===== src/common/fas_pkg.sv =====
// Purpose: constants and state type for the single-precision add/subtract datapath
// Assumes: main register holds sign, Q, P, characteristic 1-8 and fraction 9-35
// Notes: fraction bit 9 is index 26, bit 35 is index 0; characteristic bit 8 is index 0
package fas_pkg;
    localparam int CHAR_W = 8;
    localparam int MCHAR_W = 10;
    localparam int FRAC_W = 27;
    localparam int SC_W = 6;
    localparam int FRAC_MSB = 26;
    localparam int DIFF_BIG_HI = 7;
    localparam int DIFF_BIG_LO = 6;
    localparam logic [MCHAR_W-1:0] EXT_CHAR_OFFSET = 10'h01B;
    localparam logic [MCHAR_W-1:0] CHAR_ONE = 10'h001;
    localparam logic [MCHAR_W:0] ADD_CARRY_IN = 11'h001;
    localparam logic [FRAC_W-1:0] FRAC_ONE = 27'h0000001;

    typedef enum logic [3:0] {
        ST_IDLE, ST_LOAD, ST_CMP, ST_SWAP, ST_DIFF, ST_EQU, ST_ADD, ST_TSHIFT,
        ST_CFIX, ST_CMQ0, ST_CEXT1, ST_CEXT2, ST_NORM, ST_FIN, ST_ZERO
    } fas_state_t;
endpackage : fas_pkg


===== src/core/fas_core.sv =====
// Purpose: sequential single-precision floating add/subtract on main/extension/holding registers
// Assumes: sequencer holds start_i with operands stable until done_o
// Notes: cycle count depends on characteristic difference and normalization length
module fas_core
(
    input wire logic clock_i,
    input wire logic srst_i,
    input wire logic start_i,
    input wire logic subtract_i,
    input wire logic normalize_i,
    input wire logic addr_sign_i,
    input wire logic [fas_pkg::CHAR_W-1:0] addr_char_i,
    input wire logic [fas_pkg::FRAC_W-1:0] addr_frac_i,
    input wire logic main_sign_i,
    input wire logic [fas_pkg::MCHAR_W-1:0] main_char_i,
    input wire logic [fas_pkg::FRAC_W-1:0] main_frac_i,
    output logic main_sign_o,
    output logic [fas_pkg::MCHAR_W-1:0] main_char_o,
    output logic [fas_pkg::FRAC_W-1:0] main_frac_o,
    output logic ext_sign_o,
    output logic [fas_pkg::CHAR_W-1:0] ext_char_o,
    output logic [fas_pkg::FRAC_W-1:0] ext_frac_o,
    output logic busy_o,
    output logic done_o
);
    import fas_pkg::*;

    fas_state_t state_ff, nxt_state;
    logic main_sign_ff, nxt_main_sign;
    logic [MCHAR_W-1:0] main_char_ff, nxt_main_char;
    logic [FRAC_W-1:0] main_frac_ff, nxt_main_frac;
    logic ext_sign_ff, nxt_ext_sign;
    logic [CHAR_W-1:0] ext_char_ff, nxt_ext_char;
    logic [FRAC_W-1:0] ext_frac_ff, nxt_ext_frac;
    logic hold_sign_ff, nxt_hold_sign;
    logic [CHAR_W-1:0] hold_char_ff, nxt_hold_char;
    logic [FRAC_W-1:0] hold_frac_ff, nxt_hold_frac;
    logic [SC_W-1:0] sc_ff, nxt_sc;
    logic norm_ff, nxt_norm;
    logic done_ff;
    logic busy_ff;

    // Characteristic adder: holding plus complemented main plus carry-in at position 8
    wire [MCHAR_W:0] char_sum = {3'b000, hold_char_ff} + {1'b0, ~main_char_ff} + ADD_CARRY_IN;
    wire q_carry = char_sum[MCHAR_W];
    wire diff_big = char_sum[DIFF_BIG_HI] | char_sum[DIFF_BIG_LO];
    wire like_signs = (hold_sign_ff == main_sign_ff);
    wire [FRAC_W:0] true_sum = {1'b0, hold_frac_ff} + {1'b0, main_frac_ff};
    wire [FRAC_W:0] comp_sum = {1'b0, hold_frac_ff} + {1'b0, ~main_frac_ff};
    wire [MCHAR_W-1:0] true_char = {2'b00, hold_char_ff} + {9'h000, true_sum[FRAC_W]};
    wire [MCHAR_W-1:0] dec_char = main_char_ff - CHAR_ONE;
    wire [MCHAR_W-1:0] ext_char_calc = main_char_ff - EXT_CHAR_OFFSET;
    wire main_zero = (main_frac_ff == '0);
    wire ext_zero = (ext_frac_ff == '0);
    wire both_zero = main_zero & ext_zero;
    wire norm_step = norm_ff & ~main_frac_ff[FRAC_MSB] & ~both_zero;

    always_comb
    begin
        nxt_state = state_ff;
        nxt_main_sign = main_sign_ff;
        nxt_main_char = main_char_ff;
        nxt_main_frac = main_frac_ff;
        nxt_ext_sign = ext_sign_ff;
        nxt_ext_char = ext_char_ff;
        nxt_ext_frac = ext_frac_ff;
        nxt_hold_sign = hold_sign_ff;
        nxt_hold_char = hold_char_ff;
        nxt_hold_frac = hold_frac_ff;
        nxt_sc = sc_ff;
        nxt_norm = norm_ff;
        // One register transfer or one single-place shift per state
        case (state_ff)
            ST_IDLE:
            begin
                if (start_i)
                begin
                    nxt_state = ST_LOAD;
                end
            end
            ST_LOAD:
            begin
                nxt_hold_sign = addr_sign_i ^ subtract_i;
                nxt_hold_char = addr_char_i;
                nxt_hold_frac = addr_frac_i;
                nxt_main_sign = main_sign_i;
                nxt_main_char = main_char_i;
                nxt_main_frac = main_frac_i;
                nxt_norm = normalize_i;
                nxt_state = ST_CMP;
            end
            ST_CMP:
            begin
                nxt_ext_sign = 1'b0;
                nxt_ext_char = '0;
                nxt_ext_frac = '0;
                nxt_state = q_carry ? ST_DIFF : ST_SWAP;
            end
            ST_SWAP:
            begin
                // Q and P are not kept: holding has no room and main gets them cleared
                nxt_hold_sign = main_sign_ff;
                nxt_main_sign = hold_sign_ff;
                nxt_hold_char = main_char_ff[CHAR_W-1:0];
                nxt_hold_frac = main_frac_ff;
                nxt_main_char = {2'b00, hold_char_ff};
                nxt_main_frac = hold_frac_ff;
                nxt_state = ST_DIFF;
            end
            ST_DIFF:
            begin
                if (diff_big)
                begin
                    nxt_main_char = '0;
                    nxt_main_frac = '0;
                    nxt_state = ST_ADD;
                end
                else
                begin
                    nxt_sc = char_sum[SC_W-1:0];
                    nxt_state = ST_EQU;
                end
            end
            ST_EQU:
            begin
                if (sc_ff == '0)
                begin
                    nxt_state = ST_ADD;
                end
                else
                begin
                    // Extension bit 35 falls off the end
                    nxt_ext_frac = {main_frac_ff[0], ext_frac_ff[FRAC_W-1:1]};
                    nxt_main_frac = {1'b0, main_frac_ff[FRAC_W-1:1]};
                    nxt_sc = sc_ff - 6'h01;
                end
            end
            ST_ADD:
            begin
                if (like_signs)
                begin
                    nxt_main_char = true_char;
                    nxt_main_frac = true_sum[FRAC_W-1:0];
                    nxt_state = true_sum[FRAC_W] ? ST_TSHIFT : ST_NORM;
                end
                else
                begin
                    nxt_main_char = {2'b00, hold_char_ff};
                    nxt_main_frac = comp_sum[FRAC_W-1:0];
                    if (!comp_sum[FRAC_W])
                    begin
                        nxt_state = ST_CFIX;
                    end
                    else
                    begin
                        nxt_main_sign = hold_sign_ff;
                        nxt_state = ext_zero ? ST_CMQ0 : ST_CEXT1;
                    end
                end
            end
            ST_TSHIFT:
            begin
                nxt_ext_frac = {main_frac_ff[0], ext_frac_ff[FRAC_W-1:1]};
                nxt_main_frac = {1'b1, main_frac_ff[FRAC_W-1:1]};
                nxt_state = ST_NORM;
            end
            ST_CFIX:
            begin
                nxt_main_frac = ~main_frac_ff;
                nxt_state = ST_NORM;
            end
            ST_CMQ0:
            begin
                nxt_main_frac = main_frac_ff + FRAC_ONE;
                nxt_state = ST_NORM;
            end
            ST_CEXT1:
            begin
                // Holding fraction is spent by now, so it serves as scratch
                nxt_hold_frac = ext_frac_ff;
                nxt_state = ST_CEXT2;
            end
            ST_CEXT2:
            begin
                nxt_ext_frac = ~hold_frac_ff + FRAC_ONE;
                nxt_state = ST_NORM;
            end
            ST_NORM:
            begin
                // A zero result never gains a leading one, so it must not loop
                if (norm_step)
                begin
                    nxt_main_frac = {main_frac_ff[FRAC_W-2:0], ext_frac_ff[FRAC_MSB]};
                    nxt_ext_frac = {ext_frac_ff[FRAC_W-2:0], 1'b0};
                    nxt_main_char = dec_char;
                end
                else
                begin
                    nxt_state = ST_FIN;
                end
            end
            ST_FIN:
            begin
                nxt_ext_char = ext_char_calc[CHAR_W-1:0];
                nxt_ext_sign = main_sign_ff;
                nxt_state = ST_ZERO;
            end
            ST_ZERO:
            begin
                if (both_zero && norm_ff)
                begin
                    nxt_main_char = '0;
                    nxt_main_frac = '0;
                    nxt_ext_char = '0;
                    nxt_ext_frac = '0;
                end
                nxt_state = ST_IDLE;
            end
            default:
            begin
                nxt_state = ST_IDLE;
            end
        endcase
    end

    always_ff @(posedge clock_i)
    begin
        if (srst_i)
        begin
            state_ff <= ST_IDLE;
            {main_sign_ff, main_char_ff, main_frac_ff} <= '0;
            {ext_sign_ff, ext_char_ff, ext_frac_ff} <= '0;
            {hold_sign_ff, hold_char_ff, hold_frac_ff} <= '0;
            sc_ff <= '0;
            norm_ff <= 1'b0;
            done_ff <= 1'b0;
            busy_ff <= 1'b0;
        end
        else
        begin
            state_ff <= nxt_state;
            {main_sign_ff, main_char_ff, main_frac_ff} <= {nxt_main_sign, nxt_main_char, nxt_main_frac};
            {ext_sign_ff, ext_char_ff, ext_frac_ff} <= {nxt_ext_sign, nxt_ext_char, nxt_ext_frac};
            {hold_sign_ff, hold_char_ff, hold_frac_ff} <= {nxt_hold_sign, nxt_hold_char, nxt_hold_frac};
            sc_ff <= nxt_sc;
            norm_ff <= nxt_norm;
            done_ff <= (state_ff == ST_ZERO);
            // Registered from the next state so busy is a flop yet tracks the state exactly
            busy_ff <= (nxt_state != ST_IDLE);
        end
    end

    assign main_sign_o = main_sign_ff;
    assign main_char_o = main_char_ff;
    assign main_frac_o = main_frac_ff;
    assign ext_sign_o = ext_sign_ff;
    assign ext_char_o = ext_char_ff;
    assign ext_frac_o = ext_frac_ff;
    assign busy_o = busy_ff;
    assign done_o = done_ff;
endmodule : fas_core


===== config.mk =====
export PLATFORM = sky130hd
export DESIGN_NAME = fas_core
export DESIGN_NICKNAME = d
export VERILOG_FILES = /design/src/common/fas_pkg.sv /design/src/core/fas_core.sv
export SDC_FILE = /design/constraint.sdc
export NUM_CORES = 1
export LEC_CHECK = 0
export BUFFER_PORTS_ARGS = -buffer_cell sky130_fd_sc_hd__buf_2
export CAP_MARGIN = 20
export CORE_MARGIN = 2
export CORE_UTILIZATION = 47
export CTS_CLUSTER_DIAMETER = 60
export DETAILED_ROUTE_END_ITERATION = 6
export GPL_ROUTABILITY_DRIVEN = 0
export PLACE_DENSITY = 0.68
export SLEW_MARGIN = 20
export SYNTH_ARGS = -nofsm -noshare
export SYNTH_HDL_FRONTEND = slang
export SYNTH_SLANG_ARGS = --single-unit

===== constraint.sdc =====
create_clock -name clock_i -period 7.2 [get_ports clock_i]
set_input_delay 0.72 -clock clock_i [delete_from_list [all_inputs] [get_ports clock_i]]
set_output_delay 0.72 -clock clock_i [all_outputs]
set_load 0.005 [all_outputs]

==> impl_metrics.ini, run 1 <==
[finish]
regArea_mm2 = 0.002462
syn_to_final_growth_pct = 12.98
n_fill_cell = 2444
fin_nets = 1831
post-route-util_pct = 53.52
multi_input_area_mm2 = 0.008302
drive_above_1_share_pct = 13.30
antenna_cells = 0

[synthesis]
ys_ff_latch = 123
synth-async-reset-ratio_pct = 0
synth.distinct_cells = 75
synth_edf_count = 0
ys_seq_area_share_pct = 21.56
yosysWarningCount = 0
ys.flop_type = dfxtp_1
synthCells = 1609
postSynthAreaPerCell_um2 = 7.097
netlist_area_mm2 = 0.01142
synth_fp_nets = 1761

[drt]
drt-initial-drc-count = 1947
drc = 22
drt-total-wl_mm = 44.27
ant_nets = 0
vias_per_cell = 6.669
drt-pass1-iter-count = 7
wire_per_inst_um = 21.96
vias = 13445

[clocking]
cts_tree = yes
cts.sinks = 123
htree_levels = 4
cts_setup_buffers = 0
clk_pin_slew_ps = 70
clkLatencyLatePin_ps = 430
cts_max_path_buffers = 2
cts_buffers = 17
cts_hold_buffers = 0
root_buffer = clkbuf_16
cts_resized = 0

[global_routing]
grt_pass1_wl_mm = 68.73
grt_max_degree = 78
antenna_found_initial = 0
overflow = 0
grt_pass1_vias = 12319
track_usage_pct = 33.55

[setup_path]
r2r_cells = 17
cpPeakStageDelay_ps = 640
r2r_start = main_frac_o[1]$_SDFFE_PP0P_
worst-setup-path-type = reg -> reg
slowest_stage = dfxtp_1
cp-end-kind = register
ff2ff_setup_slack_ps = 2540
r2r-end = main_char_o[6]$_SDFFE_PP0P_
crit_path_max_fanout = 12
crit_chain = inv_1 -> ha_1 -> nor2_1 -> a221oi_1 -> o211ai_1 -> a211o_1 -> a2111oi_1 -> o41ai_1 -> ha_1 -> ha_1 -> nand4_1 -> nor2_1 -> nor2_1 -> a21oi_1 -> a221o_1 -> mux2i_1 -> nor2_1
worstPathArrival_ps = 4970
crit_family = compound AO/OA/AOI/OAI gates
worst_path_most_repeated_cell = nor2_1
start_kind = register
critPathRequiredTime_ps = 7510
crit_buf_inv = 1
cp.depth = 17

[pwr]
p_int_w = 0.002970
power.density_mw_per_mm2 = 500.9
vdd_drop_max_mv = 0.3065
p_sw_share_pct = 54.05
combPwrFrac_pct = 65.7
p_sw_w = 0.003493
seqPwrFrac_pct = 21.3
power_frac_clock_pct = 13.0
leakage_nw = 5.100

[timing]
finalMaxSlewViolations = 0
slew_headroom_pct = 29.03
worst_slew_pin_slew_ps = 1062
rsz0062_at_grt = no
skew_ps = 12.91
fmax_mhz = 214.7
setup_violations = 0
post-route-period-util_pct = 64.70
setup-tns-final_ps = 0
finalHoldViolCount = 0
period_needed_ps = 4658

[placed_design]
dp_hpwl_mm = 31.66
io_buffers = 154

[floorplan]
num_rows = 57
ios = 155
dieArea_mm2 = 0.02556
core_area_mm2 = 0.02411
start_util_pct = 47.37
fp.dieW_um = 159.9
die_h_um = 159.9

[min_path]
hp-class = reg -> reg
min_path_cells = 2
min_to = sc_ff[1]$_SDFFE_PP0P_
holdCritStartpoint = sc_ff[1]$_SDFFE_PP0P_

[outcome]
status = finished, violations left
violations = design-rule violations

[job]
cap_violations = 0
[cell families after synthesis]
logic type / share of synthesized area, %
DFF: 21.56
buffers and inverters: 6.168
adders and majority gates: 8.195
muxes: 0.9642
and+or+nand+nor: 23.25
xor gates and xnor gates: 6.903
AOI/OAI and AO/OA: 32.96
[state kept, by name (all words and copies together), names as in the netlist, 4 cells and up]
signal	flops
ext_char_o	8
state_ff	4
hold_char_ff	8
hold_frac_ff	27
sc_ff	6
main_frac_o	27
main_char_o	10
ext_frac_o	27
[through the flow]
| step | instances | cell area (µm²) | setup WS [ps] | total power [W] | hold slack (ps) |
|---|---|---|---|---|---|
| 6_report | 2016 | 12900 | 2542 | 0.006463 | 488.2 |
| 5_1_grt | 2016 | 12900 | 2275 | 0.006911 | 499.6 |
| 4_1_cts | 2016 | 12900 | 2680 | 0.006346 | 489.7 |
| 3_5_place_dp | 1984 | 12330 | 2685 | 0.005484 | 481.5 |
| 3_3_place_gp | 1983 | 12300 | 2773 | 0.005434 | 474.6 |
| 2_1_floorplan | 1609 | 11420 | 3515 | 0.004288 | 459.2 |
[worst max path at each step]
stage                                 start                     endpoint  slack, ps
2_1_floorplan   main_frac_o[1]$_SDFFE_PP0P_  main_char_o[6]$_SDFFE_PP0P_       3520
6_report        main_frac_o[1]$_SDFFE_PP0P_  main_char_o[6]$_SDFFE_PP0P_       2540
4_1_cts         main_frac_o[1]$_SDFFE_PP0P_  main_char_o[3]$_SDFFE_PP0P_       2680
3_5_place_dp    main_frac_o[1]$_SDFFE_PP0P_  main_char_o[3]$_SDFFE_PP0P_       2680
3_3_place_gp    main_frac_o[1]$_SDFFE_PP0P_  main_char_o[6]$_SDFFE_PP0P_       2770
5_1_grt        main_frac_o[13]$_SDFFE_PP0P_  main_char_o[3]$_SDFFE_PP0P_       2270
[routing by layer]
metal	wire length (µm)	vias up	global-route usage (%)
met5	0	-	0
met4	3003	0	21.58
met3	4351	183	6.130
met2	19670	841	52.74
met1	17240	6290	42.35
li1	-	6131	-
[area by class of cell]
cell class / instances / area share, %
clock buffer: 19 / 3.510
clock inverter: 13 / 0.9213
inverter: 68 / 1.978
multi-input combinational: 1300 / 64.34
sequential: 123 / 19.08
tap: 324 / 3.142
timing repair buffer: 169 / 7.021
[cells in the final DEF, fill, tap and decap left out, types with 11 or more instances in the layout]
cell type	Yosys	final
o21ai_0	111	111
a222oi_1	33	33
nand2_1	122	122
a2bb2oi_1	19	19
mux2i_1	11	11
dfxtp_1	123	123
a22oi_1	19	19
clkbuf_16	0	17
a221oi_1	26	26
nor2b_1	11	11
a21oi_1	146	146
a21o_1	17	17
nand4_1	14	14
or3_1	13	13
nand3_1	48	47
inv_1	68	68
buf_4	0	15
nand2b_1	20	20
xnor2_1	79	78
nor2_1	203	198
ha_1	70	70
nor3_1	69	68
buf_2	5	153
nor4_1	25	25
a31oi_1	16	16
o211ai_1	22	22
a211oi_1	39	39
o22ai_1	11	11
[Yosys cell counts (4+ instances only)]
master | instances | area (µm²)
and3_1 | 7 | 43.79
nor4_1 | 25 | 156.4
mux2i_1 | 11 | 110.1
a22oi_1 | 19 | 142.6
xnor2_1 | 79 | 691.9
a2bb2oi_1 | 19 | 166.4
nor2b_1 | 11 | 68.82
a21oi_1 | 146 | 730.7
a21o_1 | 17 | 127.6
o21bai_1 | 7 | 52.55
a222oi_1 | 33 | 330.3
nand2_1 | 122 | 457.9
buf_1 | 8 | 30.03
nand4_1 | 14 | 87.58
a211o_1 | 7 | 61.31
inv_1 | 68 | 255.2
a221oi_1 | 26 | 227.7
a31oi_1 | 16 | 100.1
buf_2 | 5 | 25.02
o31ai_1 | 10 | 75.07
and2_1 | 7 | 43.79
o22ai_1 | 11 | 68.82
nand3_1 | 48 | 240.2
a211oi_1 | 39 | 292.8
dfxtp_1 | 123 | 2462
o2111ai_1 | 8 | 70.07
o21ai_0 | 111 | 555.5
o211ai_1 | 22 | 165.2
o21ai_1 | 5 | 25.02
or3_1 | 13 | 81.33
clkbuf_1 | 105 | 394.1
ha_1 | 70 | 875.8
a221o_1 | 6 | 60.06
nor2_1 | 203 | 762.0
o32ai_1 | 6 | 52.55
o221ai_1 | 9 | 78.83
or2_2 | 4 | 25.02
nand2b_1 | 20 | 125.1
nor3_1 | 69 | 345.3
a2111oi_0 | 8 | 70.07
xor2_1 | 11 | 96.34
[worst register-to-register path, stage by stage, from the launching register on]
cell and delay [ps]:
dfxtp_1 640, inv_1 200, ha_1 370, nor2_1 50, a221oi_1 510, o211ai_1 240
a211o_1 380, a2111oi_1 600, o41ai_1 300, ha_1 280, ha_1 220, nand4_1 110
nor2_1 60, nor2_1 80, a21oi_1 50, a221o_1 260, mux2i_1 120, nor2_1 50
[power by group through the flow]
stage | Sequential, W | Combinational (W) | Clock, W
after CTS | 0.00135 | 0.00415 | 0.000847
final | 0.00137 | 0.00425 | 0.000841
after global placement | 0.00136 | 0.00408 | 0
after global routing | 0.00141 | 0.00462 | 0.000881
after detailed placement | 0.00137 | 0.00412 | 0
after floorplan | 0.00113 | 0.00316 | 0
No activity file was read; power rests on OpenSTA's default activity.
==> inputs of run 2 (changes only) <==
==> constraint.sdc (replaced) <==
create_clock -name clock_i -period 4.72 [get_ports clock_i]
set_input_delay 0.472 -clock clock_i [delete_from_list [all_inputs] [get_ports clock_i]]
set_output_delay 0.472 -clock clock_i [all_outputs]
set_load 0.005 [all_outputs]
==> impl_metrics.ini, run 2 (same netlist as run 1, synthesis figures left out) <==
[global_routing]
met2_usage_pct = 55.35
grt_max_degree = 57
use_met1_pct = 42.88
track_usage_pct = 34.46
grt_pass1_vias = 12577
grt.met3_usage_pct = 6.675
overflow = 0
top_usage_layer = met2
grt_pass1_wl_mm = 70.30
antenna_found_initial = 0

[drt]
drt-total-wl_mm = 45.65
ant_nets = 0
wire_per_inst_um = 22.20
vias_per_cell = 6.665
vias = 13703
drc = 1
drt-initial-drc-count = 1821
drt-pass1-iter-count = 7

[placed_design]
io_buffers = 154
dp_hpwl_mm = 33.15
place_area_mm2 = 0.01260
place_inst = 2024

[pwr]
p_sw_share_pct = 52.81
leakage_nw = 5.341
p_int_w = 0.004870
power.density_mw_per_mm2 = 778.8
p_sw_w = 0.005449
combPwrFrac_pct = 67.0
power_frac_clock_pct = 14.4
power_w = 0.01032
seqPwrFrac_pct = 18.6
vdd_drop_max_mv = 0.3592

[min_path]
hp-class = in -> reg

[finish]
fin_nets = 1871
finalInstanceArea_mm2 = 0.01325
antenna_cells = 0
syn_to_final_growth_pct = 16.02
drive_above_1_share_pct = 15.18
post-route-util_pct = 54.96
finalNonFillerCells = 2056
layout_common_cells = nor2_1 (199), buf_2 (153), a21oi_1 (146)
mostFrequentLayoutCell = nor2_1

[clocking]
cts_hold_buffers = 0
clk_pin_slew_ps = 70
clkLatencyLatePin_ps = 430
root_buffer = clkbuf_16
cts_max_path_buffers = 2
cts_tree = yes
cts_resized = 0
htree_levels = 4
cts_buffers = 17
cts.sinks = 123
cts_setup_buffers = 0

[setup_path]
r2r-end = main_char_o[6]$_SDFFE_PP0P_
ff2ff_setup_slack_ps = 510
worst-setup-path-type = reg -> reg
r2r_start = main_frac_o[6]$_SDFFE_PP0P_
critical_path.endpoint = main_char_o[6]$_SDFFE_PP0P_
worstSetupStartpoint = main_frac_o[6]$_SDFFE_PP0P_
r2r_cells = 18
critPathRequiredTime_ps = 5010
worstPathArrival_ps = 4500
crit_path_max_fanout = 9
cp-end-kind = register
start_kind = register

[floorplan]
die_h_um = 159.9
start_util_pct = 47.37
num_rows = 57
fp.dieW_um = 159.9
dieArea_mm2 = 0.02556
core_area_mm2 = 0.02411
ios = 155

[timing]
setup-tns-final_ps = 0
period_needed_ps = 4215
post-route-period-util_pct = 89.30
skew_ps = 14.44
slew_headroom_pct = 33.41
worst_slew_pin_slew_ps = 996.5
setup_violations = 0
fmax_mhz = 237.2
rsz0062_at_grt = no
finalMaxSlewViolations = 0
finalHoldViolCount = 0

[job]
cap_violations = 0

[outcome]
violations = design-rule violations
status = finished, violations left
run 2: cell types whose count changed in the layout (fill, tap and decap cells not counted), sizes merged:
cell,change
clkbuf,-1
clkinv,-1
buf,+40
clkinvlp,-5
bufinv,+3
inv,+4
run 2: cell type report:
class	count	area (µm²)
clock buffers	18	439.2
clock inverters	14	206.4
fillers	2386	10860
inverters	68	255.2
multi-input cells	1300	8294
flip-flops and latches	123	2462
well taps	324	405.4
repair buffers	209	1186
run 2: per-stage QoR:
step,hold slack (ps),setup WS (ps)
after floorplan,459.2,1035
after global placement,471.9,702.2
after detailed placement,486.3,647.5
after CTS,287.6,605.2
after global routing,293.1,284.2
final,291.9,505.0
run 2: power groups by stage:
stage	sequential, W	combinational, W	clock (W)
final	0.00192	0.00691	0.00149
after CTS	0.00189	0.00673	0.00149
after global placement	0.00190	0.00665	0
after detailed placement	0.00191	0.00669	0
after floorplan	0.00172	0.00482	0
after global routing	0.00195	0.00748	0.00154
run 2: worst max-delay path, cell delays in order, from the launching register on:
cell	delay, ps
dfxtp_1	450
inv_1	130
ha_1	480
nor2b_1	110
o21ai_0	220
o211ai_1	190
a211o_1	370
a2111oi_1	560
o41ai_1	140
buf_4	170
ha_1	200
ha_1	220
nand4_1	120
nor2_1	60
nor2_1	130
a21oi_1	50
a221o_1	260
mux2i_1	120
nor2_1	60
run 2: worst min-delay path by stage:
stage                                  from                            to  slack [ps]  cells after the start
2_1_floorplan         sc_ff[1]$_SDFFE_PP0P_         sc_ff[1]$_SDFFE_PP0P_         460                      2
3_3_place_gp   main_frac_o[14]$_SDFFE_PP0P_  main_frac_o[14]$_SDFFE_PP0P_         470                      2
3_5_place_dp          sc_ff[1]$_SDFFE_PP0P_         sc_ff[1]$_SDFFE_PP0P_         490                      2
4_1_cts                      addr_frac_i[5]  hold_frac_ff[5]$_SDFFE_PP0P_         290                      3
5_1_grt                      addr_frac_i[5]  hold_frac_ff[5]$_SDFFE_PP0P_         290                      3
6_report                     addr_frac_i[5]  hold_frac_ff[5]$_SDFFE_PP0P_         290                      3
run 2: per-layer routing:
metal / share of wire (%) / vias up
met1: 38 / 6376
met2: 45 / 900
li1: - / 6204
met4: 7.2 / 0
met3: 9.9 / 223
met5: 0 / -
